## config.mk

```make
export PLATFORM = sky130hd
export DESIGN_NAME = fifo_read_side_flags_token
export DESIGN_NICKNAME = d
export VERILOG_FILES = /design/src/hw/fifo_read_side_flags_token.v
export VERILOG_INCLUDE_DIRS = /design/src /design/src/hw
export SDC_FILE = /design/constraint.sdc
export NUM_CORES = 1
export LEC_CHECK = 0
export BUFFER_PORTS_ARGS = -buffer_cell sky130_fd_sc_hd__buf_4
export CORE_MARGIN = 2
export CORE_UTILIZATION = 35
export CTS_CLUSTER_DIAMETER = 200
export DETAILED_ROUTE_END_ITERATION = 10
export GPL_ROUTABILITY_DRIVEN = 0
export PLACE_DENSITY = 0.58
export SLEW_MARGIN = 10
export SYNTH_ARGS = -nofsm -noshare
export SYNTH_HDL_FRONTEND = slang
export SYNTH_SLANG_ARGS = --single-unit
```

## constraint.sdc

```tcl
create_clock -name ref_clk -period 7.8 [get_ports ref_clk]
set_input_delay 0.78 -clock ref_clk [delete_from_list [all_inputs] [get_ports ref_clk]]
set_output_delay 0.78 -clock ref_clk [all_outputs]
set_load 0.03 [all_outputs]
```

## src/hw/fifo_rd_map.vh

```
`ifndef FIFO_RD_MAP_VH
`define FIFO_RD_MAP_VH
// almost-empty offset after reset
`define AE_OFFSET_RST     12'h07f
// control register bit positions used by the read side
`define CTRL_AE_SYNC_BIT  1
`define CTRL_OE_GATE_BIT  5
// expansion modes latched at reset (one-hot)
`define MODE_STANDALONE   4'h1
`define MODE_MASTER       4'h2
`define MODE_SLAVE        4'h4
`define MODE_PARALLEL     4'h8
// retransmit flag recovery, in read clock cycles
`define RT_ASYNC_CYC      3
`define RT_SYNC_CYC       4
// write-clock-synchronised flag recovery, in write clock edges
`define RT_WCLK_EDGES     2
`define RT_WCLK_EDGES_LATE 3
`endif

```

## src/hw/fifo_read_side_flags_token.v

```verilog
`timescale 1ns/1ns
`include "fifo_rd_map.vh"
module fifo_read_side_flags_token #(
  parameter DEPTH = 4096,
  parameter AW    = 12
) (
  input  wire          ref_clk,
  input  wire          reset,
  input  wire          clk_en,
  input  wire          enhanced_select,
  input  wire          first_load_retransmit,
  input  wire          read_token_in_n,
  input  wire          write_token_in_n,
  input  wire          read_enable_n,
  input  wire          offset_load_n,
  input  wire          output_enable_n,
  input  wire [5:0]    ctrl_bits,
  input  wire          ae_offset_we,
  input  wire [AW:0]   ae_offset_wdata,
  input  wire [AW:0]   write_ptr,
  input  wire          write_commit,
  input  wire          write_skew_late,
  output reg           almost_empty_n,
  output reg           empty_n,
  output reg           read_token_out_n,
  output reg           read_strobe,
  output reg  [AW-1:0] read_addr,
  output reg           data_out_float,
  output reg           flags_settled,
  output reg           wflags_settled,
  output reg  [3:0]    mode
);

  // depth constant sized to meet pointer arithmetic
  localparam [AW:0] DEPTH_W = DEPTH[AW:0];
  localparam [AW-1:0] LAST_LOC = DEPTH_W[AW-1:0] - {{(AW-1){1'b0}}, 1'b1};

  reg [AW-1:0] rd_ptr_q;
  reg [AW:0]   ae_off_q;
  reg          written_q;
  reg          active_q;
  reg          token_pend_q;
  reg          empty_q;
  reg [2:0]    rt_cnt_q;
  reg [1:0]    wrt_cnt_q;
  reg          in_reset_q;

  // occupancy taken modulo depth; pointer width set by the parameter
  wire [AW:0] wr_ext  = write_ptr;
  wire [AW:0] rd_ext  = {1'b0, rd_ptr_q};
  wire [AW:0] diff_raw = wr_ext - rd_ext;
  wire [AW:0] fill    = (diff_raw >= DEPTH_W) ? diff_raw - DEPTH_W : diff_raw;

  wire enh       = mode[3] | (~enhanced_select);
  wire cascaded  = mode[1] | mode[2];
  wire is_empty  = (fill == {(AW+1){1'b0}}) | ~written_q;
  // read request from the pins, gated against empty below; load high and second enable in enhanced mode
  wire rd_req    = ~read_enable_n & offset_load_n &
                   (~enh | write_token_in_n) &
                   (~enh | ~ctrl_bits[`CTRL_OE_GATE_BIT] | ~output_enable_n);
  // reads use the registered empty flag, so a word written this cycle is seen next cycle;
  // the live compare also blocks the edge right after the last word, which would overread
  wire do_read   = rd_req & ~empty_q & ~is_empty & active_q;
  wire rt_req    = ~cascaded & first_load_retransmit & written_q & ~in_reset_q;
  wire ae_low    = fill < (ae_off_q + {{AW{1'b0}}, 1'b1});

  // slave role decided from the same inputs as the mode capture
  wire mode_slave_next = enhanced_select & read_token_in_n & write_token_in_n &
                         first_load_retransmit;

  // mode capture on the first enabled edge after reset; expansion inputs and first-load pick the cascade role
  always @(posedge ref_clk) begin
    if (reset) begin
      in_reset_q <= 1'b1;
      mode       <= `MODE_STANDALONE;
    end else if (clk_en) begin
      in_reset_q <= 1'b0;
      if (in_reset_q) begin
        if (~enhanced_select)
          mode <= `MODE_PARALLEL;
        else if (read_token_in_n & write_token_in_n)
          mode <= first_load_retransmit ? `MODE_SLAVE : `MODE_MASTER;
        else
          mode <= `MODE_STANDALONE;
      end
    end
  end

  // offset register; any value up to the depth is held, larger values clamp
  always @(posedge ref_clk) begin
    if (reset) begin
      ae_off_q <= `AE_OFFSET_RST;
    end else if (clk_en && ae_offset_we) begin
      ae_off_q <= (ae_offset_wdata > DEPTH_W) ? DEPTH_W : ae_offset_wdata;
    end
  end

  // read pointer, retransmit and token ring
  always @(posedge ref_clk) begin
    if (reset) begin
      rd_ptr_q     <= {AW{1'b0}};
      written_q    <= 1'b0;
      active_q     <= 1'b1;
      token_pend_q <= 1'b0;
      read_strobe  <= 1'b0;
      read_addr    <= {AW{1'b0}};
      data_out_float <= 1'b0;
      read_token_out_n <= 1'b1;
    end else if (clk_en) begin
      if (write_commit)
        written_q <= 1'b1;
      if (in_reset_q)
        active_q <= ~mode_slave_next;
      read_strobe <= do_read;
      read_addr   <= rd_ptr_q;
      if (rt_req) begin
        rd_ptr_q <= {AW{1'b0}};
      end else if (do_read) begin
        rd_ptr_q <= (rd_ptr_q == LAST_LOC) ? {AW{1'b0}} : rd_ptr_q + {{(AW-1){1'b0}}, 1'b1};
      end
      token_pend_q <= do_read & cascaded & (rd_ptr_q == LAST_LOC);
      // token pulse one cycle wide; reading then stops and outputs float
      if (cascaded && token_pend_q) begin
        read_token_out_n <= 1'b0;
        active_q         <= 1'b0;
        data_out_float   <= 1'b1;
      end else if (cascaded && !read_token_in_n && !active_q) begin
        read_token_out_n <= 1'b1;
        active_q         <= 1'b1;
        data_out_float   <= 1'b0;
      end else if (cascaded) begin
        read_token_out_n <= 1'b1;
      end else if (enh) begin
        read_token_out_n <= empty_n;
      end else begin
        read_token_out_n <= 1'b1;
      end
    end
  end

  // flags: empty always read-clocked; almost-empty follows the offset compare one cycle later in every mode
  always @(posedge ref_clk) begin
    if (reset) begin
      empty_q        <= 1'b1;
      empty_n        <= 1'b0;
      almost_empty_n <= 1'b0;
    end else if (clk_en) begin
      empty_q <= is_empty;
      empty_n <= ~is_empty;
      if (enh && ctrl_bits[`CTRL_AE_SYNC_BIT])
        almost_empty_n <= ~ae_low;
      else if (ae_low)
        almost_empty_n <= 1'b0;
      else if (write_commit | ~almost_empty_n)
        almost_empty_n <= 1'b1;
    end
  end

  // retransmit recovery: settled strobes after 3 or 4 read cycles, 2 or 3 write edges
  always @(posedge ref_clk) begin
    if (reset) begin
      rt_cnt_q       <= 3'h0;
      wrt_cnt_q      <= 2'h0;
      flags_settled  <= 1'b1;
      wflags_settled <= 1'b1;
    end else if (clk_en) begin
      if (rt_req) begin
        rt_cnt_q       <= (ctrl_bits[`CTRL_AE_SYNC_BIT] & enh) ? 3'h4 : 3'h3;
        wrt_cnt_q      <= write_skew_late ? 2'h3 : 2'h2;
        flags_settled  <= 1'b0;
        wflags_settled <= 1'b0;
      end else begin
        if (rt_cnt_q != 3'h0)
          rt_cnt_q <= rt_cnt_q - 3'h1;
        flags_settled <= (rt_cnt_q <= 3'h1);
        if (write_commit && wrt_cnt_q != 2'h0)
          wrt_cnt_q <= wrt_cnt_q - 2'h1;
        wflags_settled <= (wrt_cnt_q == 2'h0) |
                          (write_commit & (wrt_cnt_q == 2'h1));
      end
    end
  end

endmodule

```

Word level (Yosys, flattened, before mapping). Index checks and enable logic that the tools add are counted.

Multiplexer cells: 28. $add $sub $neg: 6. $lt $le $gt $ge: 4. Bitwise gates (word level): 38. Reductions and logical operators: 26. Equal/unequal tests: 2.

Operator list (number): $mux 12 (3); $mux 13 (2); $and 1x1->1 (17); $reduce_and 2->1 (8); $mux 1 (15); $mux 3 (5); $add 13x1->13 const B (1); $ge 13x13->1 const B (1); $gt 13x13->1 const B (1); $logic_not 13->1 (1); $lt 13x13->1 (1); $not 1->1 (13); $sub 13x12->13 (1); $sub 13x13->13 const B (1); $add 12x1->12 const B (1); $eq 12x12->1 const B (1); $reduce_bool 2->1 (5); $reduce_bool 3->1 (3); $or 1x1->1 (8); $logic_and 1x1->1 (6); $mux 2 (2); $mux 4 (1); $le 3x1->1 const B (1); $sub 3x1->3 const B (1); other kinds (4) (5).

Output and inout bits: 23. Word-level logic and storage cells: 122. Input bits: 45. Register bits: 58.

Depth between registers and ports, before layout. Gate-level depths: netlist (run 1).

Depth after elaboration: 11. Gate-level depth with buffers: 14. Depth with buffers taken out: 14.

Worst setup path after synthesis (run 1). Ideal clock, no wire load.

Path kind: input to register. Start: input port write_ptr[0]. End: register almost_empty_n. Stages: 13. Data arrival time: 3312 ps. Setup time: 117 ps. Slack: 4371 ps. Path buffers: 0. Data required time: 7683 ps. Cell sequence: inv_1 ha_1 fa_1 nor2b_4 o31a_1 o21a_1 nor4_1 nor3_4 ha_1 a2111o_1 o211ai_1 nor3_1 a32o_1.

Longest elaborated chain between the ends: 6. Elaborated cells between the ends (all ways): 10.

RTL lines: start, declared (line fifo_read_side_flags_token.v:20) `input wire [AW:0] write_ptr,`; $sub 13x12->13 * (line fifo_read_side_flags_token.v:51) `wire [AW:0] diff_raw = wr_ext - rd_ext;`; $sub 13x13->13 or $ge 13x13->1 (tied branches) (line fifo_read_side_flags_token.v:52) `wire [AW:0] fill = (diff_raw >= DEPTH_W) ? diff_raw - DEPTH_W : diff_raw;`; $mux 13 * (line fifo_read_side_flags_token.v:52); $lt 13x13->1 * (line fifo_read_side_flags_token.v:65) `wire ae_low = fill < (ae_off_q + {{AW{1'b0}}, 1'b1});`; $reduce_bool 3->1 (no line), or another cell as far along; $reduce_and 2->1 (no line) or $mux 1 (tied branches); end signal, assigned (line fifo_read_side_flags_token.v:151) `almost_empty_n <= ~ae_low;`; end, declared (line fifo_read_side_flags_token.v:23) `output reg almost_empty_n,`.

Mark *: on every way between the ends. The rest lies on a longest branch, timed or not. A chain may end at the register's enable or synchronous reset.

Final worst setup path (run 1).
Start: input port write_ptr[0]. End: register rd_ptr_q[5].

Longest elaborated chain between the ends: 10. Elaborated cells between the ends (all ways): 11.

RTL lines: $sub 13x12->13 * (line fifo_read_side_flags_token.v:51); $sub 13x13->13 or $ge 13x13->1 (tied branches) (line fifo_read_side_flags_token.v:52); $mux 13 * (line fifo_read_side_flags_token.v:52); $logic_not 13->1 * (line fifo_read_side_flags_token.v:56) `wire is_empty = (fill == {(AW+1){1'b0}}) | ~written_q;`; $or 1x1->1 * (line fifo_read_side_flags_token.v:56); $not 1->1 * (line fifo_read_side_flags_token.v:63) `wire do_read = rd_req & ~empty_q & ~is_empty & active_q;`; $and 1x1->1 * (2 in series) (line fifo_read_side_flags_token.v:63); $reduce_bool 2->1 (no line) *; $reduce_and 2->1 (no line) *; end signal, assigned (line fifo_read_side_flags_token.v:101) `rd_ptr_q <= {AW{1'b0}};`; end signal, assigned (line fifo_read_side_flags_token.v:117) `rd_ptr_q <= {AW{1'b0}};`; end signal, assigned (line fifo_read_side_flags_token.v:119) `rd_ptr_q <= (rd_ptr_q == LAST_LOC) ? {AW{1'b0}} : rd_ptr_q + {{(AW-1){1'b0}}, 1'b1};`; end, declared (line fifo_read_side_flags_token.v:38) `reg [AW-1:0] rd_ptr_q;`.

Marks and branches as above.

==> results.py, run 1 <==
metrics = {
    "setup_path": {
        "endpoint_kind": "flop",
        "critPathMaxFanout": 7,
        "startpoint_type": "primary input",
        "arrival_ns": 3.68,
        "critical_path_class": "in2reg",
        "worstPathRequired_ns": 7.99,
    },
    "logic_synthesis": {
        "syn_area_mm2": 0.003627,
        "ys_types": 67,
        "synthTopCellsByArea": "dfxtp_1, ha_1, a21oi_1, mux2i_1, nor2_1",
        "syn_area_per_cell_um2": 8.678,
        "yosys_warnings": 0,
        "synth_edf_count": 0,
        "syn_inst": 418,
        "syn_nets": 493,
        "synth_top_cell_by_area": "dfxtp_1",
        "yosys.area.top_type_share_pct": 32.01,
        "yosysSeqAreaShare_pct": 32.01,
        "ys_ff_latch": 58,
        "synth_flop_cell": "dfxtp_1",
        "async_flop_share_pct": 0,
    },
    "detailed_routing": {
        "routed_wl_um": 8970,
        "num_vias": 3251,
        "drt_iter0_drc": 191,
        "drt-pass1-iter-count": 6,
        "remaining_drc_errors": 0,
        "wire_per_inst_um": 14.49,
        "vias_per_cell": 5.252,
        "postRouteAntennaNets": 0,
    },
    "power_and_ir_drop": {
        "leakagePower_uw": 0.001795,
        "p_per_area_mw_per_mm2": 198.0,
        "vdd_drop_max_mv": 0.09745,
    },
    "cts": {
        "htree_num_levels": 3,
        "clock-sinks": 58,
        "post_cts_buffers": 0,
        "cts_buffers": 9,
        "clk_pin_slew_ns": 0.07,
        "cts_root_buffer": "clkbuf_8",
        "insertion_delay_ns": 0.34,
        "postCtsHoldBufs": 0,
        "post_cts_resized": 0,
        "cts_buffer_depth": 2,
        "cts_tree": "done",
    },
    "layout": {
        "diodes": 0,
        "final_nets": 553,
        "final_area_mm2": 0.004385,
        "drive_gt1_share_pct": 21.12,
        "area_delta_synth_final_pct": 20.90,
    },
    "worst_hold_path": {
        "hp-class": "reg2reg",
    },
    "grt": {
        "grt_max_degree": 45,
        "grt_overflow_total": 0,
        "track_usage_pct": 16.49,
        "grt_pass1_wl_um": 14950,
        "grt_pass1_vias": 3113,
        "antenna_found_initial": 0,
    },
    "floorplanning": {
        "start_util_pct": 35.61,
        "die_y_um": 105.8,
        "core-area_mm2": 0.01018,
        "die_area_mm2": 0.01119,
        "rows": 37,
        "io_pins": 68,
        "die_x_um": 105.8,
    },
    "timing": {
        "rsz0062_at_grt": "no",
        "fmax_mhz": 286.5,
        "setup_viol": 0,
        "max-slew-margin-rel_pct": 56.25,
        "fin_crit_sh_pct": 44.75,
        "hold_viol_final": 0,
        "drv_slew": 0,
        "hold_slack_ns": 0.4751,
        "skew_ns": 0.01150,
        "fin_setup_tns_ns": 0,
        "worst_pin_slew_ns": 0.6532,
        "layout_min_cycle_time_ns": 3.490,
    },
    "placed_design": {
        "postPlaceCellArea_mm2": 0.004190,
        "hpwl_um": 6723,
        "numPortBuffers": 62,
    },
    "flow_run": {
        "drv_cap": 0,
    },
    "status": {
        "status": "finished clean",
    },
}
## cells by family after synthesis
family,after synthesis,synth area share (%)
adders and majority gates,30,10.56
AOI/OAI and AO/OA,110,22.08
DFF,58,32.01
xor gates and xnor gates,17,4.105
buffers and inverters,40,4.898
muxes,14,3.863
and+or+nand+nor,149,22.49
## cells in the mapped netlist, types with 3 or more instances
cell type  number
and3_1          4
mux2i_1        14
a21oi_1        30
o21a_1          5
or3_1           6
a211o_1         3
nor3b_1         4
a21o_1          7
clkbuf_1        9
nor2_1         35
nand3_1        18
inv_1          26
nand4_1         6
xor2_1          7
or2_2           4
and3_2          3
a221o_1         8
nor4_1          6
o211ai_1        3
and2_1          3
a211oi_1        4
o21ai_0        18
nand2_1        30
ha_1           29
dfxtp_1        58
o221ai_1        6
nand2b_1        3
xnor2_1        10
nor3_1         10
## final timing paths
path,from,slack [ns],depth (start not counted),to
setup reg to reg,rd_ptr_q[0]$_SDFFE_PP0P_,4.39,10,rd_ptr_q[5]$_SDFFE_PP0P_
setup / recovery,write_ptr[0],4.31,12,rd_ptr_q[5]$_SDFFE_PP0P_
hold reg to reg,rt_cnt_q[1]$_SDFFE_PP0P_,0.48,2,rt_cnt_q[1]$_SDFFE_PP0P_
hold / removal,rt_cnt_q[1]$_SDFFE_PP0P_,0.48,2,rt_cnt_q[1]$_SDFFE_PP0P_
## final cells by class
cell class | count | area, um^2
Fill cell | 1046 | 5799
Multi-Input combinational cell | 320 | 2288
Sequential cell | 58 | 1161
Timing Repair Buffer | 63 | 473.0
Tap cell | 136 | 170.2
Clock buffer | 11 | 141.4
Inverter | 26 | 97.59
Clock inverter | 5 | 53.80
## per-layer routing
metal,global-route usage (%),vias to the layer above,routed length [um]
met4,5.827,0,112
met3,3.401,9,263
met5,0,-,0
met2,26.87,41,4260
met1,21.58,1532,4333
li1,-,1669,-
## layout by cell type (no fill, tap or decap), drive strengths merged, types with 3 or more instances in the layout
master	count
inv	26
o21a	5
nor4	7
nand2	30
nor3b	4
nand4	6
a221o	8
clkbuf	11
nor3	11
nor2	35
dfxtp	58
a211o	4
xor2	7
buf	63
and3	7
and2	5
mux2i	14
or2	4
ha	29
xnor2	10
nand2b	3
clkinv	4
a21o	8
a21oi	30
o211ai	3
o21ai	19
o221ai	6
or3	8
nor2b	3
nand3	18
a211oi	4
## state kept, by name, summed over array words and instances, names as in the netlist, 2 cells and up
signal / count
ae_off_q: 13
mode: 4
rd_ptr_q: 12
read_addr: 12
rt_cnt_q: 3
wrt_cnt_q: 2
## power by group
group          switching, uW  internal (uW)  leakage (uW)  total [uW]
Clock                    124            155      0.000103         279
Combinational            135            113       0.00122         248
Sequential              21.9            319      0.000474         341
## critical path: stages
cell and delay (ns):
buf_4 0.07, inv_1 0.03, ha_1 0.24, fa_1 0.45
nor2b_4 0.14, o31a_1 0.17, a21oi_1 0.09, a2111o_1 0.40
nor4_2 0.20, or3b_1 0.43, o41ai_4 0.45, o221ai_1 0.22
## stage by stage
step                total power (uW)  util [%]  setup WS [ns]  cells
floorplan                      528.3         -          4.371    418
global placement               588.9     41.14          4.013    603
detailed placement             596.1     41.14          3.948    603
CTS                            877.1     43.06          4.311    619
global route                   929.4     43.06          4.069    619
finish                         868.3     43.06          4.310    619
Power figures use the tool's default switching activity.
==> run 2: changes to the inputs <==
Clock period 7.8 ns to 3.4 ns, I/O delays scaled along.
==> run 2 against run 1 <==
Hold slack got worse by 0.24 ns. Cell count rose by 0.65%. Sequential power is 130% higher. Utilization up 0.97 points. Largest power group unchanged. Critical path depth is the same. Die area is the same. Highest routed layer unchanged. Combinational power is 140% higher. Non-clock buffer count up 5. Critical path type is now reg2reg. Clock skew decreased by 0.0018 ns. First-iteration DRC count is 9.4% lower. Flip-flop and latch count unchanged.
==> results.py, run 2 (synthesis gave the netlist of run 1 again) <==
metrics = {
    "status": {
        "status": "finished clean",
    },
    "grt": {
        "grt_pass1_vias": 3185,
        "grt_max_degree": 45,
        "track_usage_pct": 16.78,
        "grt_pass1_wl_um": 15230,
        "antenna_found_initial": 0,
        "grt_overflow_total": 0,
    },
    "cts": {
        "cts_buffer_depth": 2,
        "cts_tree": "done",
        "clock-sinks": 58,
        "cts_buffers": 9,
        "insertion_delay_ns": 0.34,
        "cts_root_buffer": "clkbuf_8",
        "post_cts_buffers": 0,
        "clk_pin_slew_ns": 0.07,
        "postCtsHoldBufs": 0,
        "htree_num_levels": 3,
    },
    "timing": {
        "skew_ns": 0.009702,
        "drv_slew": 0,
        "max-slew-margin-rel_pct": 57.02,
        "rsz0062_at_grt": "no",
        "setup_ws_ns": 0.2473,
        "worst_pin_slew_ns": 0.6417,
        "fin_crit_sh_pct": 92.73,
        "setup_viol": 0,
        "fin_setup_tns_ns": 0,
        "layout_min_cycle_time_ns": 3.153,
        "hold_viol_final": 0,
        "fmax_mhz": 317.2,
        "hold_slack_ns": 0.2332,
    },
    "floorplanning": {
        "io_pins": 68,
        "core-area_mm2": 0.01018,
        "die_area_mm2": 0.01119,
        "die_x_um": 105.8,
        "start_util_pct": 35.61,
        "rows": 37,
        "die_y_um": 105.8,
    },
    "setup_path": {
        "slowest_stage": "a2111o_1",
        "endpoint_kind": "flop",
        "r2r_cells": 12,
        "r2r-start": "rd_ptr_q[4]$_SDFFE_PP0P_",
        "slowest_delay_ns": 0.44,
        "r2r_slack_ns": 0.25,
        "arrival_ns": 3.39,
        "worstPathRequired_ns": 3.63,
        "critical_path.startpoint": "rd_ptr_q[4]$_SDFFE_PP0P_",
        "path_buf_inv": 1,
        "startpoint_type": "flop",
        "crit_cells": 12,
        "worst_r2r_endpoint": "almost_empty_n$_SDFFE_PP0P_",
        "crit_end": "almost_empty_n$_SDFFE_PP0P_",
        "path_delay_family": "compound AO/OA/AOI/OAI gates",
        "critPathMaxFanout": 5,
        "critical_path_class": "reg2reg",
        "crit_chain": "inv_1 -> ha_4 -> and2_1 -> o211ai_1 -> a21o_2 -> o2bb2ai_1 -> xnor2_2 -> ha_1 -> a2111o_1 -> o211ai_1 -> nor3_1 -> a32o_1",
        "path_common_cell": "o211ai_1",
    },
    "power_and_ir_drop": {
        "p_per_area_mw_per_mm2": 463.6,
        "p_total_uw": 2079,
        "leakagePower_uw": 0.001836,
        "vdd_drop_max_mv": 0.1990,
    },
    "detailed_routing": {
        "num_vias": 3265,
        "drt-pass1-iter-count": 4,
        "drt_iter0_drc": 173,
        "postRouteAntennaNets": 0,
        "wire_per_inst_um": 14.42,
        "remaining_drc_errors": 0,
        "routed_wl_um": 8985,
        "vias_per_cell": 5.241,
    },
    "flow_run": {
        "drv_cap": 0,
    },
    "layout": {
        "diodes": 0,
        "reg.largest.list": "ae_off_q: 13 flops, rd_ptr_q: 12 flops, read_addr: 12 flops",
        "mostFrequentLayoutCells": "buf_4, dfxtp_1, nor2_1",
        "largest_reg_flops": 13,
        "final_common_cell": "buf_4",
        "drive_gt1_share_pct": 23.20,
        "regMostFlops": "ae_off_q",
        "final_nets": 558,
        "area_delta_synth_final_pct": 23.63,
    },
    "placed_design": {
        "hpwl_um": 6790,
        "dp_slack_ns": 0.1388,
        "numPortBuffers": 62,
    },
    "worst_hold_path": {
        "hp-class": "in2reg",
    },
}
run 2: area by class of cell:
class | instances | area (um^2)
Sequential cell | 58 | 1162
Clock buffer | 10 | 137.6
Multi-Input combinational cell | 320 | 2327
Timing Repair Buffer | 68 | 510.5
Tap cell | 136 | 170.2
Clock inverter | 5 | 78.83
Fill cell | 1037 | 5700
Inverter | 26 | 97.59
run 2: report_power, final:
| group | total (uW) | leakage [uW] | internal [uW] | switching, uW |
|---|---|---|---|---|
| Combinational | 586 | 0.00125 | 270 | 316 |
| Clock | 711 | 0.000112 | 427 | 284 |
| Sequential | 782 | 0.000475 | 732 | 49.3 |
run 2: worst register-to-register path, delay by kind of cell (launching register included):
family          cells  cell delay (ns)
compound gates      6             1.40
fa+ha+maj           2             0.59
flops               1             0.41
simple gates        2             0.26
xor+xnor            1             0.26
buf+inv             1             0.14
run 2: worst min path at each step:
| stage | start | end | cells past startpoint |
|---|---|---|---|
| finish | ae_offset_wdata[3] | ae_off_q[3]$_SDFFE_PP1P_ | 2 |
| CTS | ae_offset_wdata[3] | ae_off_q[3]$_SDFFE_PP1P_ | 2 |
| detailed placement | rt_cnt_q[1]$_SDFFE_PP0P_ | rt_cnt_q[1]$_SDFFE_PP0P_ | 2 |
| global route | ae_offset_wdata[3] | ae_off_q[3]$_SDFFE_PP1P_ | 2 |
| global placement | rt_cnt_q[2]$_SDFFE_PP0P_ | rt_cnt_q[2]$_SDFFE_PP0P_ | 2 |
| floorplan | empty_q$_SDFFE_PP1P_ | empty_q$_SDFFE_PP1P_ | 2 |
run 2: per-layer routing:
layer  vias up  GRT usage (%)  share of wire (%)
li1       1674              -                  -
met1      1523          22.39                 49
met2        57          26.82                 46
met3        11          3.587                3.3
met4         0          5.733                1.5
met5         -              0                  0
run 2: repair_timing:
action,4_1_cts,5_1_grt
resized for setup,0,6
setup endpoints to repair,0,1
hold endpoints to repair,0,0
run 2: metrics by stage:
stage,instances,util [%],area (um^2)
2_1_floorplan,418,-,3627
5_1_grt,623,44.03,4484
3_3_place_gp,608,41.51,4228
6_report,623,44.03,4484
4_1_cts,623,43.64,4444
3_5_place_dp,608,41.51,4228
